==> src/logic/mtcs_consts.vh <==
// Purpose: constants of the time-code sync and machine-control front end
// Assumes: 125 MHz system clock, byte addressed register port
// Notes: definitions only
`ifndef MTCS_CONSTS_VH
`define MTCS_CONSTS_VH

// ************************************************
// Register byte offsets
// ************************************************
`define MTCS_OFS_CFG 8'h00
`define MTCS_OFS_UNIT 8'h04
`define MTCS_OFS_TIME 8'h08
`define MTCS_OFS_STAT 8'h0C

// ************************************************
// Configuration fields
// ************************************************
`define MTCS_CFG_RATE_LSB 0
`define MTCS_CFG_SRC_BIT 3
`define MTCS_CFG_SYNC_LSB 4
`define MTCS_CFG_ROLE_LSB 6
`define MTCS_CFG_THRU_BIT 8
`define MTCS_CFG_SEND_BIT 9
`define MTCS_CFG_RECV_BIT 10
`define MTCS_CFG_MIX_LSB 11
`define MTCS_CFG_RST 13'h0000
`define MTCS_UNIT_RST 6'h11
`define MTCS_UNIT_MIN 6'h01
`define MTCS_UNIT_MAX 6'h20

// ************************************************
// Time field positions
// ************************************************
`define MTCS_TIME_HH_LSB 0
`define MTCS_TIME_MM_LSB 8
`define MTCS_TIME_SS_LSB 16
`define MTCS_TIME_FF_LSB 24

// ************************************************
// Encodings
// ************************************************
`define MTCS_RATE_30 3'h0
`define MTCS_NTSC_RATE_CONTINUOUS 3'h1
`define MTCS_NTSC_RATE_SKIPPING 3'h2
`define MTCS_RATE_25 3'h3
`define MTCS_RATE_24 3'h4
`define MTCS_SYNC_OFF 2'h0
`define MTCS_SYNC_MTC 2'h1
`define MTCS_SYNC_TEMPO 2'h2
`define MTCS_SYNC_TRACK 2'h3
`define MTCS_ROLE_OFF 2'h0
`define MTCS_ROLE_MASTER 2'h1
`define MTCS_ROLE_SLAVE 2'h2
`define MTCS_MIX_OFF 2'h0
`define MTCS_MIX_CC 2'h1
`define MTCS_MIX_EXCL 2'h2

// ************************************************
// Message bytes
// ************************************************
`define MTCS_B_SYX 8'hF0
`define MTCS_B_EOX 8'hF7
`define MTCS_B_QF 8'hF1
`define MTCS_B_CLK 8'hF8
`define MTCS_B_RT 8'h7F
`define MTCS_B_MCMD 8'h06

// ************************************************
// Timing: quarter-frame periods in ns, clock period
// ************************************************
`define MTCS_CLK_NS 8
`define MTCS_QTR_NS_30 8333333
`define MTCS_QTR_NS_2997 8341667
`define MTCS_QTR_NS_25 10000000
`define MTCS_QTR_NS_24 10416667

`endif

==> src/logic/mtcs_core.v <==
// Purpose: time-code generator, sync output and machine-control front end
// Assumes: byte streams and transport levels come from logic on I_SYS_CLK
// Notes: own messages send one byte per accepted I_TX_READY cycle; pass-through bytes leave without I_TX_READY
//
// What this block does
// - Rate setting 30 gives 30 frames per second, non-drop counting.
// - Continuous NTSC setting runs 29.97 frames per second, no skipped frames.
// - Skipping NTSC setting runs 29.97 frames per second with drop numbering.
// - Rates of 25 and 24 frames per second each have a setting.
// - Drop counting skips frames 0 and 1 each minute except tenth minutes.
// - Non-drop counting advances frames with no skips at minute boundaries.
// - A unit number from 1 to 32 is held for exclusive exchanges.
// - Exclusive messages are accepted only when their unit number matches ours.
// - Exclusive receive needs the receive switch on and play condition.
// - Machine-control role off sends and acts on no machine-control messages.
// - Master role transmits machine-control commands for transport operations.
// - Slave role receives machine-control commands and passes them to transport.
// - Pass-through resends every input byte unchanged instead of own messages.
// - Output port function resets to sending own messages.
// - Internal source times the transport from the own clock.
// - Received-code source runs transport only while valid code arrives.
// - Sync type time code sends quarter frames with internal source only; off sends no sync.
// - Tempo pulse type sends clock messages from the own tempo.
// - Stored pulse type sends clock messages replayed from the sync track.
// - Exclusive sending needs send switch on and own-message output.
// - Mixer message kind selects off, control change or exclusive.
`timescale 1ns/1ps
`include "mtcs_consts.vh"

module mtcs_core #(
	parameter [23:0] QTR_CYC_30 = `MTCS_QTR_NS_30 / `MTCS_CLK_NS,
	parameter [23:0] QTR_CYC_2997 = `MTCS_QTR_NS_2997 / `MTCS_CLK_NS,
	parameter [23:0] QTR_CYC_25 = `MTCS_QTR_NS_25 / `MTCS_CLK_NS,
	parameter [23:0] QTR_CYC_24 = `MTCS_QTR_NS_24 / `MTCS_CLK_NS
) (
	input wire I_SYS_CLK,
	input wire I_ARST_N,
	input wire [7:0] I_ADDR,
	input wire [31:0] I_WR_DATA,
	input wire I_WR,
	input wire I_RD,
	output reg [31:0] O_RD_DATA,
	input wire [7:0] I_RX_BYTE,
	input wire I_RX_VALID,
	output reg [7:0] O_TX_BYTE,
	output reg O_TX_VALID,
	input wire I_TX_READY,
	input wire I_PLAY_COND,
	input wire I_MTC_VALID,
	input wire I_EXT_FRAME,
	input wire I_TEMPO_TICK,
	input wire I_TRACK_TICK,
	input wire I_XPORT_CMD_VALID,
	input wire [7:0] I_XPORT_CMD,
	output reg O_XPORT_RUN,
	output reg O_MMC_VALID,
	output reg [7:0] O_MMC_CMD,
	output reg O_MIXER_CC_EN,
	output reg O_MIXER_EXCL_EN
);

	// ************************************************
	// Configuration registers
	// ************************************************
	reg [12:0] cfg_q;
	reg [5:0] unit_q;
	wire [2:0] rate = cfg_q[`MTCS_CFG_RATE_LSB +: 3];
	wire src_ext = cfg_q[`MTCS_CFG_SRC_BIT];
	wire [1:0] sync_sel = cfg_q[`MTCS_CFG_SYNC_LSB +: 2];
	wire [1:0] role = cfg_q[`MTCS_CFG_ROLE_LSB +: 2];
	wire thru = cfg_q[`MTCS_CFG_THRU_BIT];
	wire send_sw = cfg_q[`MTCS_CFG_SEND_BIT];
	wire recv_sw = cfg_q[`MTCS_CFG_RECV_BIT];
	wire [1:0] mix_kind = cfg_q[`MTCS_CFG_MIX_LSB +: 2];
	wire drop = (rate == `MTCS_NTSC_RATE_SKIPPING);
	// Exclusive id byte on the wire is unit number minus one
	wire [7:0] unit_id = {2'h0, unit_q - 6'h01};
	wire syx_send_ok = send_sw & ~thru;
	wire [5:0] wr_unit = I_WR_DATA[5:0];

	// ************************************************
	// Time-code counter
	// ************************************************
	reg [4:0] hh_q;
	reg [5:0] mm_q;
	reg [5:0] ss_q;
	reg [4:0] ff_q;
	reg [4:0] ff_max;
	reg [23:0] qtr_lim;
	reg [23:0] qcnt_q;
	reg [1:0] qidx_q;
	reg [2:0] piece_q;
	wire load_time = I_WR & (I_ADDR == `MTCS_OFS_TIME);
	wire run_ok = src_ext ? I_MTC_VALID : 1'b1;
	wire qtr_tick = ~src_ext & I_PLAY_COND & (qcnt_q == qtr_lim - 24'h000001);
	wire int_frame = qtr_tick & (qidx_q == 2'h3);
	wire adv = src_ext ? (I_EXT_FRAME & I_MTC_VALID & I_PLAY_COND) : int_frame;
	wire [5:0] mm_next = (mm_q == 6'd59) ? 6'h00 : mm_q + 6'h01;

	always @* begin
		ff_max = 5'd29;
		qtr_lim = QTR_CYC_30;
		case (rate)
			`MTCS_NTSC_RATE_CONTINUOUS: begin
				qtr_lim = QTR_CYC_2997;
			end
			`MTCS_NTSC_RATE_SKIPPING: begin
				qtr_lim = QTR_CYC_2997;
			end
			`MTCS_RATE_25: begin
				ff_max = 5'd24;
				qtr_lim = QTR_CYC_25;
			end
			`MTCS_RATE_24: begin
				ff_max = 5'd23;
				qtr_lim = QTR_CYC_24;
			end
			default: begin
				ff_max = 5'd29;
			end
		endcase
	end

	// Own frame timer; clears to zero outside play so position holds
	always @(posedge I_SYS_CLK or negedge I_ARST_N) begin
		if (!I_ARST_N) begin
			qcnt_q <= 24'h000000;
			qidx_q <= 2'h0;
		end else if (src_ext || !I_PLAY_COND || load_time) begin
			qcnt_q <= 24'h000000;
			qidx_q <= 2'h0;
		end else if (qtr_tick) begin
			qcnt_q <= 24'h000000;
			qidx_q <= qidx_q + 2'h1;
		end else begin
			qcnt_q <= qcnt_q + 24'h000001;
		end
	end

	always @(posedge I_SYS_CLK or negedge I_ARST_N) begin
		if (!I_ARST_N) begin
			hh_q <= 5'h00;
			mm_q <= 6'h00;
			ss_q <= 6'h00;
			ff_q <= 5'h00;
		end else if (load_time) begin
			hh_q <= I_WR_DATA[`MTCS_TIME_HH_LSB +: 5];
			mm_q <= I_WR_DATA[`MTCS_TIME_MM_LSB +: 6];
			ss_q <= I_WR_DATA[`MTCS_TIME_SS_LSB +: 6];
			ff_q <= I_WR_DATA[`MTCS_TIME_FF_LSB +: 5];
		end else if (adv) begin
			if (ff_q < ff_max) begin
				ff_q <= ff_q + 5'h01;
			end else begin
				ff_q <= 5'h00;
				if (ss_q == 6'd59) begin
					ss_q <= 6'h00;
					mm_q <= mm_next;
					if (mm_q == 6'd59) begin
						hh_q <= (hh_q == 5'd23) ? 5'h00 : hh_q + 5'h01;
					end
					if (drop && (mm_next % 6'd10) != 6'h00) begin
						ff_q <= 5'h02;
					end
				end else begin
					ss_q <= ss_q + 6'h01;
				end
			end
		end
	end

	// ************************************************
	// Transmit request latches
	// ************************************************
	localparam [1:0] K_CLK = 2'h0;
	localparam [1:0] K_QF = 2'h1;
	localparam [1:0] K_MMC = 2'h2;
	localparam ST_IDLE = 1'b0;
	localparam ST_SEND = 1'b1;

	reg st_q;
	reg [1:0] kind_q;
	reg [2:0] idx_q;
	reg clk_pend_q;
	reg qf_pend_q;
	reg mmc_pend_q;
	reg [7:0] mmc_out_q;
	reg [7:0] cur_byte;
	reg [2:0] cur_last;
	wire pick = (st_q == ST_IDLE) & ~thru;
	wire take_clk = pick & clk_pend_q;
	wire take_qf = pick & ~clk_pend_q & qf_pend_q;
	wire take_mmc = pick & ~clk_pend_q & ~qf_pend_q & mmc_pend_q;
	wire clk_ev = ((sync_sel == `MTCS_SYNC_TEMPO) & I_TEMPO_TICK)
		| ((sync_sel == `MTCS_SYNC_TRACK) & I_TRACK_TICK);
	wire qf_ev = (sync_sel == `MTCS_SYNC_MTC) & qtr_tick;
	wire mmc_ev = I_XPORT_CMD_VALID & (role == `MTCS_ROLE_MASTER) & syx_send_ok;

	// New event beats the clear when both land in one cycle
	always @(posedge I_SYS_CLK or negedge I_ARST_N) begin
		if (!I_ARST_N) begin
			clk_pend_q <= 1'b0;
			qf_pend_q <= 1'b0;
			mmc_pend_q <= 1'b0;
			mmc_out_q <= 8'h00;
		end else begin
			clk_pend_q <= clk_ev | (clk_pend_q & ~take_clk);
			qf_pend_q <= qf_ev | (qf_pend_q & ~take_qf);
			mmc_pend_q <= mmc_ev | (mmc_pend_q & ~take_mmc);
			if (mmc_ev) begin
				mmc_out_q <= I_XPORT_CMD;
			end
		end
	end

	// ************************************************
	// Byte selection for the message in flight
	// ************************************************
	always @* begin
		cur_byte = `MTCS_B_CLK;
		cur_last = 3'h0;
		case (kind_q)
			K_QF: begin
				cur_last = 3'h1;
				if (idx_q == 3'h0) begin
					cur_byte = `MTCS_B_QF;
				end else begin
					case (piece_q)
						3'h0: cur_byte = {4'h0, ff_q[3:0]};
						3'h1: cur_byte = {4'h1, 3'h0, ff_q[4]};
						3'h2: cur_byte = {4'h2, ss_q[3:0]};
						3'h3: cur_byte = {4'h3, 2'h0, ss_q[5:4]};
						3'h4: cur_byte = {4'h4, mm_q[3:0]};
						3'h5: cur_byte = {4'h5, 2'h0, mm_q[5:4]};
						3'h6: cur_byte = {4'h6, hh_q[3:0]};
						default: cur_byte = {4'h7, 1'b0, qf_rate_code(rate), hh_q[4]};
					endcase
				end
			end
			K_MMC: begin
				cur_last = 3'h5;
				case (idx_q)
					3'h0: cur_byte = `MTCS_B_SYX;
					3'h1: cur_byte = `MTCS_B_RT;
					3'h2: cur_byte = unit_id;
					3'h3: cur_byte = `MTCS_B_MCMD;
					3'h4: cur_byte = mmc_out_q;
					default: cur_byte = `MTCS_B_EOX;
				endcase
			end
			default: begin
				cur_byte = `MTCS_B_CLK;
			end
		endcase
	end

	// Rate code carried in the last quarter-frame piece
	function [1:0] qf_rate_code;
		input [2:0] r;
		begin
			case (r)
				`MTCS_RATE_24: qf_rate_code = 2'h0;
				`MTCS_RATE_25: qf_rate_code = 2'h1;
				`MTCS_NTSC_RATE_SKIPPING: qf_rate_code = 2'h2;
				default: qf_rate_code = 2'h3;
			endcase
		end
	endfunction

	// ************************************************
	// Output sequencer
	// ************************************************
	// Thru has no buffer: input byte rate must not exceed the port rate
	always @(posedge I_SYS_CLK or negedge I_ARST_N) begin
		if (!I_ARST_N) begin
			st_q <= ST_IDLE;
			kind_q <= K_CLK;
			idx_q <= 3'h0;
			piece_q <= 3'h0;
			O_TX_VALID <= 1'b0;
			O_TX_BYTE <= 8'h00;
		end else begin
			O_TX_VALID <= 1'b0;
			if (thru) begin
				st_q <= ST_IDLE;
				idx_q <= 3'h0;
				if (I_RX_VALID) begin
					O_TX_VALID <= 1'b1;
					O_TX_BYTE <= I_RX_BYTE;
				end
			end else begin
				case (st_q)
					ST_IDLE: begin
						idx_q <= 3'h0;
						if (take_clk) begin
							kind_q <= K_CLK;
							st_q <= ST_SEND;
						end else if (take_qf) begin
							kind_q <= K_QF;
							st_q <= ST_SEND;
						end else if (take_mmc) begin
							kind_q <= K_MMC;
							st_q <= ST_SEND;
						end
					end
					default: begin
						if (I_TX_READY) begin
							O_TX_VALID <= 1'b1;
							O_TX_BYTE <= cur_byte;
							idx_q <= idx_q + 3'h1;
							if (idx_q == cur_last) begin
								st_q <= ST_IDLE;
								if (kind_q == K_QF) begin
									piece_q <= piece_q + 3'h1;
								end
							end
						end
					end
				endcase
			end
		end
	end

	// ************************************************
	// Machine-control receive parser
	// ************************************************
	reg [2:0] ridx_q;
	reg rok_q;
	reg [7:0] rcmd_q;
	wire rx_gate = recv_sw & I_PLAY_COND & (role == `MTCS_ROLE_SLAVE);

	always @(posedge I_SYS_CLK or negedge I_ARST_N) begin
		if (!I_ARST_N) begin
			ridx_q <= 3'h0;
			rok_q <= 1'b0;
			rcmd_q <= 8'h00;
			O_MMC_VALID <= 1'b0;
			O_MMC_CMD <= 8'h00;
		end else begin
			O_MMC_VALID <= 1'b0;
			// Real-time bytes may interleave and are skipped
			if (I_RX_VALID && I_RX_BYTE < `MTCS_B_CLK) begin
				if (I_RX_BYTE == `MTCS_B_SYX) begin
					ridx_q <= 3'h1;
					rok_q <= 1'b1;
				end else if (I_RX_BYTE == `MTCS_B_EOX) begin
					if (rok_q && ridx_q == 3'h5 && rx_gate) begin
						O_MMC_VALID <= 1'b1;
						O_MMC_CMD <= rcmd_q;
					end
					ridx_q <= 3'h0;
					rok_q <= 1'b0;
				end else if (I_RX_BYTE[7] || ridx_q == 3'h0 || ridx_q == 3'h5) begin
					ridx_q <= 3'h0;
					rok_q <= 1'b0;
				end else begin
					ridx_q <= ridx_q + 3'h1;
					case (ridx_q)
						3'h1: rok_q <= rok_q & (I_RX_BYTE == `MTCS_B_RT);
						3'h2: rok_q <= rok_q & (I_RX_BYTE == unit_id);
						3'h3: rok_q <= rok_q & (I_RX_BYTE == `MTCS_B_MCMD);
						default: rcmd_q <= I_RX_BYTE;
					endcase
				end
			end
		end
	end

	// ************************************************
	// Register port
	// ************************************************
	always @(posedge I_SYS_CLK or negedge I_ARST_N) begin
		if (!I_ARST_N) begin
			cfg_q <= `MTCS_CFG_RST;
			unit_q <= `MTCS_UNIT_RST;
		end else if (I_WR) begin
			if (I_ADDR == `MTCS_OFS_CFG) begin
				cfg_q <= I_WR_DATA[12:0];
			end else if (I_ADDR == `MTCS_OFS_UNIT) begin
				// Out of range numbers are ignored
				if (wr_unit >= `MTCS_UNIT_MIN && wr_unit <= `MTCS_UNIT_MAX) begin
					unit_q <= wr_unit;
				end
			end
		end
	end

	always @(posedge I_SYS_CLK or negedge I_ARST_N) begin
		if (!I_ARST_N) begin
			O_RD_DATA <= 32'h00000000;
		end else if (I_RD) begin
			if (I_ADDR == `MTCS_OFS_CFG) begin
				O_RD_DATA <= {19'h00000, cfg_q};
			end else if (I_ADDR == `MTCS_OFS_UNIT) begin
				O_RD_DATA <= {26'h0000000, unit_q};
			end else if (I_ADDR == `MTCS_OFS_TIME) begin
				O_RD_DATA <= {3'h0, ff_q, 2'h0, ss_q, 2'h0, mm_q, 3'h0, hh_q};
			end else if (I_ADDR == `MTCS_OFS_STAT) begin
				O_RD_DATA <= {28'h0000000, st_q, I_PLAY_COND, I_MTC_VALID, O_XPORT_RUN};
			end else begin
				O_RD_DATA <= 32'h00000000;
			end
		end else begin
			O_RD_DATA <= 32'h00000000;
		end
	end

	// ************************************************
	// Transport and mixer enables
	// ************************************************
	always @(posedge I_SYS_CLK or negedge I_ARST_N) begin
		if (!I_ARST_N) begin
			O_XPORT_RUN <= 1'b0;
			O_MIXER_CC_EN <= 1'b0;
			O_MIXER_EXCL_EN <= 1'b0;
		end else begin
			O_XPORT_RUN <= I_PLAY_COND & run_ok;
			O_MIXER_CC_EN <= (mix_kind == `MTCS_MIX_CC);
			O_MIXER_EXCL_EN <= (mix_kind == `MTCS_MIX_EXCL);
		end
	end

endmodule

==> config.mk <==
export PLATFORM = sky130hd
export DESIGN_NAME = mtcs_core
export DESIGN_NICKNAME = d
export VERILOG_FILES = /design/src/logic/mtcs_core.v
export VERILOG_INCLUDE_DIRS = /design/src /design/src/logic
export SDC_FILE = /design/constraint.sdc
export NUM_CORES = 1
export LEC_CHECK = 0
export ABC_AREA = 1
export BUFFER_PORTS_ARGS = -buffer_cell sky130_fd_sc_hd__buf_2
export CAP_MARGIN = 15
export CORE_MARGIN = 8
export CORE_UTILIZATION = 30
export DETAILED_ROUTE_END_ITERATION = 8
export SYNTH_ARGS = -nofsm -noshare
export SYNTH_HDL_FRONTEND = slang
export SYNTH_SLANG_ARGS = --single-unit
export TNS_END_PERCENT = 30
==> constraint.sdc <==
create_clock -name I_SYS_CLK -period 4.53 [get_ports I_SYS_CLK]
set_input_delay 0 -clock I_SYS_CLK [delete_from_list [all_inputs] [get_ports I_SYS_CLK]]
set_output_delay 0 -clock I_SYS_CLK [all_outputs]
set_load 0.01 [all_outputs]
# Yosys cells after proc, flatten, opt, wreduce, memory -nomap -nowiden

Index checks and enable logic that the tools add are counted.

Register bits after elaboration: 152
Output and inout port bits: 53
Word-level logic and storage cells: 238

Add/subtract/negate cells: 11
Divide/modulo/power cells: 1
$lt $le $gt $ge: 4
Equal/unequal tests: 44
Multiplexer cells: 71
Bitwise operators: 44
Reductions and logical operators: 36

Operator list:

| operator                | number |
|---|---|
| $mux W29                | 3 |
| $pmux W21 S3            | 1 |
| $mux W6                 | 9 |
| $pmux W7 S7             | 1 |
| $mux W24                | 2 |
| $mux W5                 | 9 |
| $mux W8                 | 5 |
| $pmux W8 S5             | 1 |
| $mux W32                | 1 |
| $and A1 B1 Y1           | 27 |
| $add A24 B1 Y24 const B | 1 |
| $eq A24 B24 Y1          | 1 |
| $eq A3 B2 Y1 const B    | 8 |
| $sub A24 B1 Y24 const B | 1 |
| $mux W1                 | 20 |
| $eq A3 B3 Y1 const B    | 6 |
| $mux W3                 | 6 |
| $eq A8 B3 Y1 const B    | 2 |
| $eq A8 B4 Y1 const B    | 2 |
| $eq A8 B8 Y1 const B    | 2 |
| $pmux W8 S2             | 1 |
| $mux W2                 | 7 |
| $not A1 Y1              | 13 |
| $add A6 B1 Y6 const B   | 2 |
| other kinds (39)        | 80 |

# Logic depth before layout (Yosys ltp)

Word-level depth: 10
Gate-level depth with buffers: 20

# Least setup slack after synthesis

No wires, ideal clock.

Path type: reg-to-reg
Start point: reg mm_q[0]
End point: reg ff_q[1]
Library setup time: 122 ps
Data arrival time: 2675 ps
Data required time: 4408 ps
Slack: 1733 ps
Stages on the path, launching flop included: 18
Buffers on the path: 0
Cell sequence: dfrtp_1 > ha_1 > nand2_1 > nor3_4 > nor2_2 > ha_1 > nand3_1 > nand2_1 > o21ai_1 > nand2_2 > ha_1 > or2_2 > nor2_1 > nor2_1 > nor2_1 > nand2_1 > nand2_1 > a21oi_2

Longest elaborated chain between the ends: 10
Elaborated cells between the ends (all ways): 11
Those cells by class: add/sub: 1; div: 1; eq/ne: 1; mux: 6; reduce/logical: 2

RTL lines:

| element                                              | line            | source |
|---|---|---|
| start, declared                                      | mtcs_core.v:85  | `reg [5:0] mm_q;` |
| start signal, assigned                               | mtcs_core.v:148 | `` mm_q <= I_WR_DATA[`MTCS_TIME_MM_LSB +: 6]; `` |
| start signal, assigned                               | mtcs_core.v:158 | `mm_q <= mm_next;` |
| $add A6 B1 Y6 / $eq A6 B6 Y1 (equally long branches) | mtcs_core.v:98  | `wire [5:0] mm_next = (mm_q == 6'd59) ? 6'h00 : mm_q + 6'h01;` |
| $mux W6 (*)                                          | mtcs_core.v:98  |  |
| $mod A6 B4 Y6 (*)                                    | mtcs_core.v:162 | `if (drop && (mm_next % 6'd10) != 6'h00) begin` |
| $reduce_bool A6 Y1 (*)                               | mtcs_core.v:162 |  |
| $logic_and A1 B1 Y1 (*)                              | mtcs_core.v:162 |  |
| $mux W2 (*)                                          | mtcs_core.v:162 |  |
| $mux W2 (*)                                          | mtcs_core.v:156 | `if (ss_q == 6'd59) begin` |
| $mux W5 (*)                                          | mtcs_core.v:152 | `if (ff_q < ff_max) begin` |
| $mux W5 (*)                                          | mtcs_core.v:151 | `end else if (adv) begin` |
| $mux W5 (*)                                          | mtcs_core.v:146 | `end else if (load_time) begin` |
| end signal, assigned                                 | mtcs_core.v:150 | `` ff_q <= I_WR_DATA[`MTCS_TIME_FF_LSB +: 5]; `` |
| end signal, assigned                                 | mtcs_core.v:153 | `ff_q <= ff_q + 5'h01;` |
| end, declared                                        | mtcs_core.v:87  | `reg [4:0] ff_q;` |

Every way passes the cells marked *; elsewhere a longest branch is shown, timed or not. The select of a mux whose other input is x is not followed.
A chain may end at the register's enable or synchronous reset.

# Worst setup path after layout

Start point: reg cfg_q[0]
End point: reg mm_q[1]

Longest elaborated chain between the ends: 10
Elaborated cells between the ends (all ways): 16
Those cells by class: add/sub: 1; order compare: 1; eq/ne: 6; mux: 3; bitwise: 2; reduce/logical: 3

RTL lines:

| element                                             | line            | source |
|---|---|---|
| start, declared                                     | mtcs_core.v:65  | `reg [12:0] cfg_q;` |
| start signal, assigned                              | mtcs_core.v:374 | `` cfg_q <= `MTCS_CFG_RST; `` |
| start signal, assigned                              | mtcs_core.v:378 | `cfg_q <= I_WR_DATA[12:0];` |
| $eq A3 B2 Y1 / $eq A3 B1 Y1 (equally long branches) | mtcs_core.v:103 | `case (rate)` |
| $reduce_or A2 Y1 (no source line)                   | --              |  |
| $pmux W21 S3                                        | mtcs_core.v:103 |  |
| $sub A24 B1 Y24                                     | mtcs_core.v:95  | `wire qtr_tick = ~src_ext & I_PLAY_COND & (qcnt_q == qtr_lim - 24'h000001);` |
| $eq A24 B24 Y1                                      | mtcs_core.v:95  |  |
| $and A1 B1 Y1                                       | mtcs_core.v:95  |  |
| $and A1 B1 Y1                                       | mtcs_core.v:96  | `wire int_frame = qtr_tick & (qidx_q == 2'h3);` |
| $mux W1                                             | mtcs_core.v:97  | `wire adv = src_ext ? (I_EXT_FRAME & I_MTC_VALID & I_PLAY_COND) : int_frame;` |
| $reduce_bool A2 Y1 (no source line)                 | --              |  |
| $reduce_and A3 Y1 (no source line) (*)              | --              |  |

Every way passes the cells marked *; elsewhere a longest branch is shown, timed or not.

==> impl_metrics.env <==
export IMPL_finalPower_mw=3.38
export IMPL_path_delay_family="simple AND/OR/NAND/NOR gates"
export IMPL_cp_required_ns=4.84
export IMPL_rr_worst_depth=17
export IMPL_wirelength_um=23800
export IMPL_fin_util=0.374
export IMPL_grt_use_total=0.144
export IMPL_areaGrowthSynthToFinish_pct=24.1
export IMPL_numCtsBuffers=17
export IMPL_nNetsFinal=1294
export IMPL_critPathLaunchType="register"
export IMPL_core_um2=27600
export IMPL_final_layout_size_suffix_gt1_frac=0.171
export IMPL_cp_depth=17
export IMPL_gp_congestion=0.927
export IMPL_hold_class="primary input to async pin"
export IMPL_crit_type="register to register"
export IMPL_finalHoldViolations=0
export IMPL_vias=7401
export IMPL_synthTopCellsByCount="nand2_1, dfrtp_1, inv_1"
export IMPL_insertion_delay_ns=0.43
export IMPL_synth_top_area_cell="dfrtp_1"
export IMPL_ys_seq_area_frac=0.437
export IMPL_path_cells="nor3_2 -> inv_1 -> nand2_1 -> inv_1 -> ha_1 -> ha_1 -> o21ai_0 -> nor4_1 -> nand4_1 -> nor2_1 -> nand3_1 -> nor2_1 -> nand3_2 -> nand2_4 -> nand2_2 -> nand2_1 -> o21ai_2"
export IMPL_arrival_ns=3.55
export IMPL_post_cts_buffers=0
export IMPL_yosysTopAreaCellShare=0.431
export IMPL_clk_pin_slew_ns=0.06
export IMPL_ys_ff_latch=145
export IMPL_yosysMostFrequentCell="nand2_1"
export IMPL_io_pins=121
export IMPL_hpwl_um=18300
export IMPL_post_drt_wl_per_cell_um=15.0
export IMPL_synth_area_um2=8300
export IMPL_antenna_found_initial=6
export IMPL_cts_tree="yes"
export IMPL_overflow=0
export IMPL_yosys_warnings=0
export IMPL_setup_viol=0
export IMPL_min_period_ns=3.24
export IMPL_drt_iter0_drc=607
export IMPL_grt_max_degree=56
export IMPL_viasPerCell=4.67
export IMPL_slowest_stage="dfrtp_1"
export IMPL_maxCapViolCount=0
export IMPL_max_freq_mhz=309
export IMPL_yosys_top_cells_area="dfrtp_1, nand2_1, inv_1"
export IMPL_critPathMaxFanout=14
export IMPL_fin_crit_sh=0.714
export IMPL_status="finished, final reports clean"
export IMPL_end_kind="register"
export IMPL_grt_pass1_vias=7263
export IMPL_die_h_um=182
export IMPL_grt_pass1_wl_um=38300
export IMPL_slowest_delay_ns=0.48
export IMPL_numClockSinks=145
export IMPL_cts_root_buf="clkbuf_16"
export IMPL_leakagePower_nw=4.96
export IMPL_rsz0062_at_grt="false"
export IMPL_htree_levels=4
export IMPL_synth_edf_count=0
export IMPL_ys_flop_type="dfrtp_1"
export IMPL_ir_drop_v=0.000268
export IMPL_syn_inst=1034
export IMPL_hold_slack_ns=0.0315
export IMPL_synthArstFlopShare=1.00
export IMPL_die_w_um=182
export IMPL_rows=61
export IMPL_tightest_slew_ns=1.01
export IMPL_initial_core_util=0.301
export IMPL_drc=0
export IMPL_port_buffer_count=106
export IMPL_antenna_left=0
export IMPL_slew_violations=0
export IMPL_syn_area_per_cell_um2=8.03
export IMPL_synth_cell_types=56
export IMPL_relSlewSlack=0.324
export IMPL_die_area_um2=33300
export IMPL_finClkSkew_ns=0.0101
export IMPL_firstDrtPassIters=4
export IMPL_final_setup_tns_ns=0
export IMPL_crit_buf_inv=2
export IMPL_p_per_area_nw_per_um2=328
export IMPL_cts_buffer_depth=2
==> metrics by stage <==
stage / setup slack [ns] / instances / area, um^2
6_report: 1.29 / 1586 / 10300
5_1_grt: 0.868 / 1586 / 10300
4_1_cts: 1.30 / 1584 / 10300
3_5_place_dp: 1.33 / 1503 / 9220
3_3_place_gp: 1.39 / 1503 / 9220
2_1_floorplan: 1.73 / 1040 / 8320
==> layout by cell type (no fill, tap or decap), types with 4 or more instances in the layout <==
cell / count
nand2_1: 217
dfrtp_1: 143
inv_1: 127
buf_2: 105
nor2_1: 104
o21ai_0: 81
dlygate4sd3_1: 49
nand3_1: 47
a21oi_1: 35
ha_1: 33
nor3_1: 30
xor2_1: 28
o22ai_1: 18
clkbuf_16: 17
nand4_1: 15
o21ai_1: 12
inv_2: 10
nand2_2: 9
o21ai_2: 8
a211oi_1: 7
conb_1: 7
nor4_1: 6
xnor2_1: 6
mux2_2: 6
nor2_2: 5
a31oi_1: 5
o211ai_1: 5
clkinvlp_4: 5
nand3_2: 4
==> logic make-up after synthesis <==
group                      after synthesis  share of synthesized area
and+or+nand+nor                        456                      0.248
AOI/OAI and AO/OA                      194                      0.139
buffers and inverters                  165                     0.0808
DFF                                    145                      0.437
xor gates and xnor gates                34                     0.0359
adders and majority gates               33                     0.0497
muxes                                    6                    0.00814
other                                    1                   0.000452
==> path summary, 6_finish.rpt <==
kind / start / endpoint / slack (ns)
setup / recovery: cfg_q[0] / mm_q[1] / 1.29
hold / removal: I_ARST_N / O_MMC_CMD[5] / 0.03
setup reg to reg: cfg_q[0] / mm_q[1] / 1.29
hold reg to reg: cfg_q[12] / O_MIXER_CC_EN / 0.43
max in group asynchronous: I_ARST_N / qcnt_q[18] / 3.43
min in group I_SYS_CLK: I_WR_DATA[25] / ff_q[1] / 0.04
==> per-layer routing <==
| metal | vias up | global-route usage | wire (um) |
|---|---|---|---|
| li1 | 3736 | - | - |
| met1 | 3460 | 0.183 | 11000 |
| met2 | 158 | 0.235 | 11100 |
| met3 | 39 | 0.0376 | 1160 |
| met4 | 8 | 0.0518 | 518 |
| met5 | - | 0 | 44 |
==> sequential cells by signal, indices dropped and copies added, names as in the netlist, 2 cells and up <==
signal     cells
qcnt_q        24
mm_q           6
piece_q        3
unit_q         6
rcmd_q         8
idx_q          3
O_RD_DATA     25
qidx_q         2
mmc_out_q      8
kind_q         2
O_MMC_CMD      8
ff_q           5
hh_q           5
ridx_q         3
ss_q           6
O_TX_BYTE      8
cfg_q         13
==> where the power goes <==
group | internal (mW) | total (mW) | switching, mW
logic | 0.202 | 0.501 | 0.300
clock network | 0.819 | 1.42 | 0.599
registers | 1.39 | 1.46 | 0.0748
total | 2.41 | 3.38 | 0.973
==> area by class of cell <==
class                           count  area [um^2]
Fill cell                        2826        17200
Multi-Input combinational cell    730         4030
Sequential cell                   145         3630
Timing Repair Buffer              158         1050
Inverter                          141          531
Tap cell                          378          473
Clock buffer                       18          429
Clock inverter                     14          158
Antenna cell                        2         5.00
==> repair_timing <==
item | in CTS | in global routing
hold endpoints to repair | 106 | 0
gates resized for setup | 0 | 0
hold buffers | 49 | 0
Note: power is estimated with default switching activity, not from simulation.
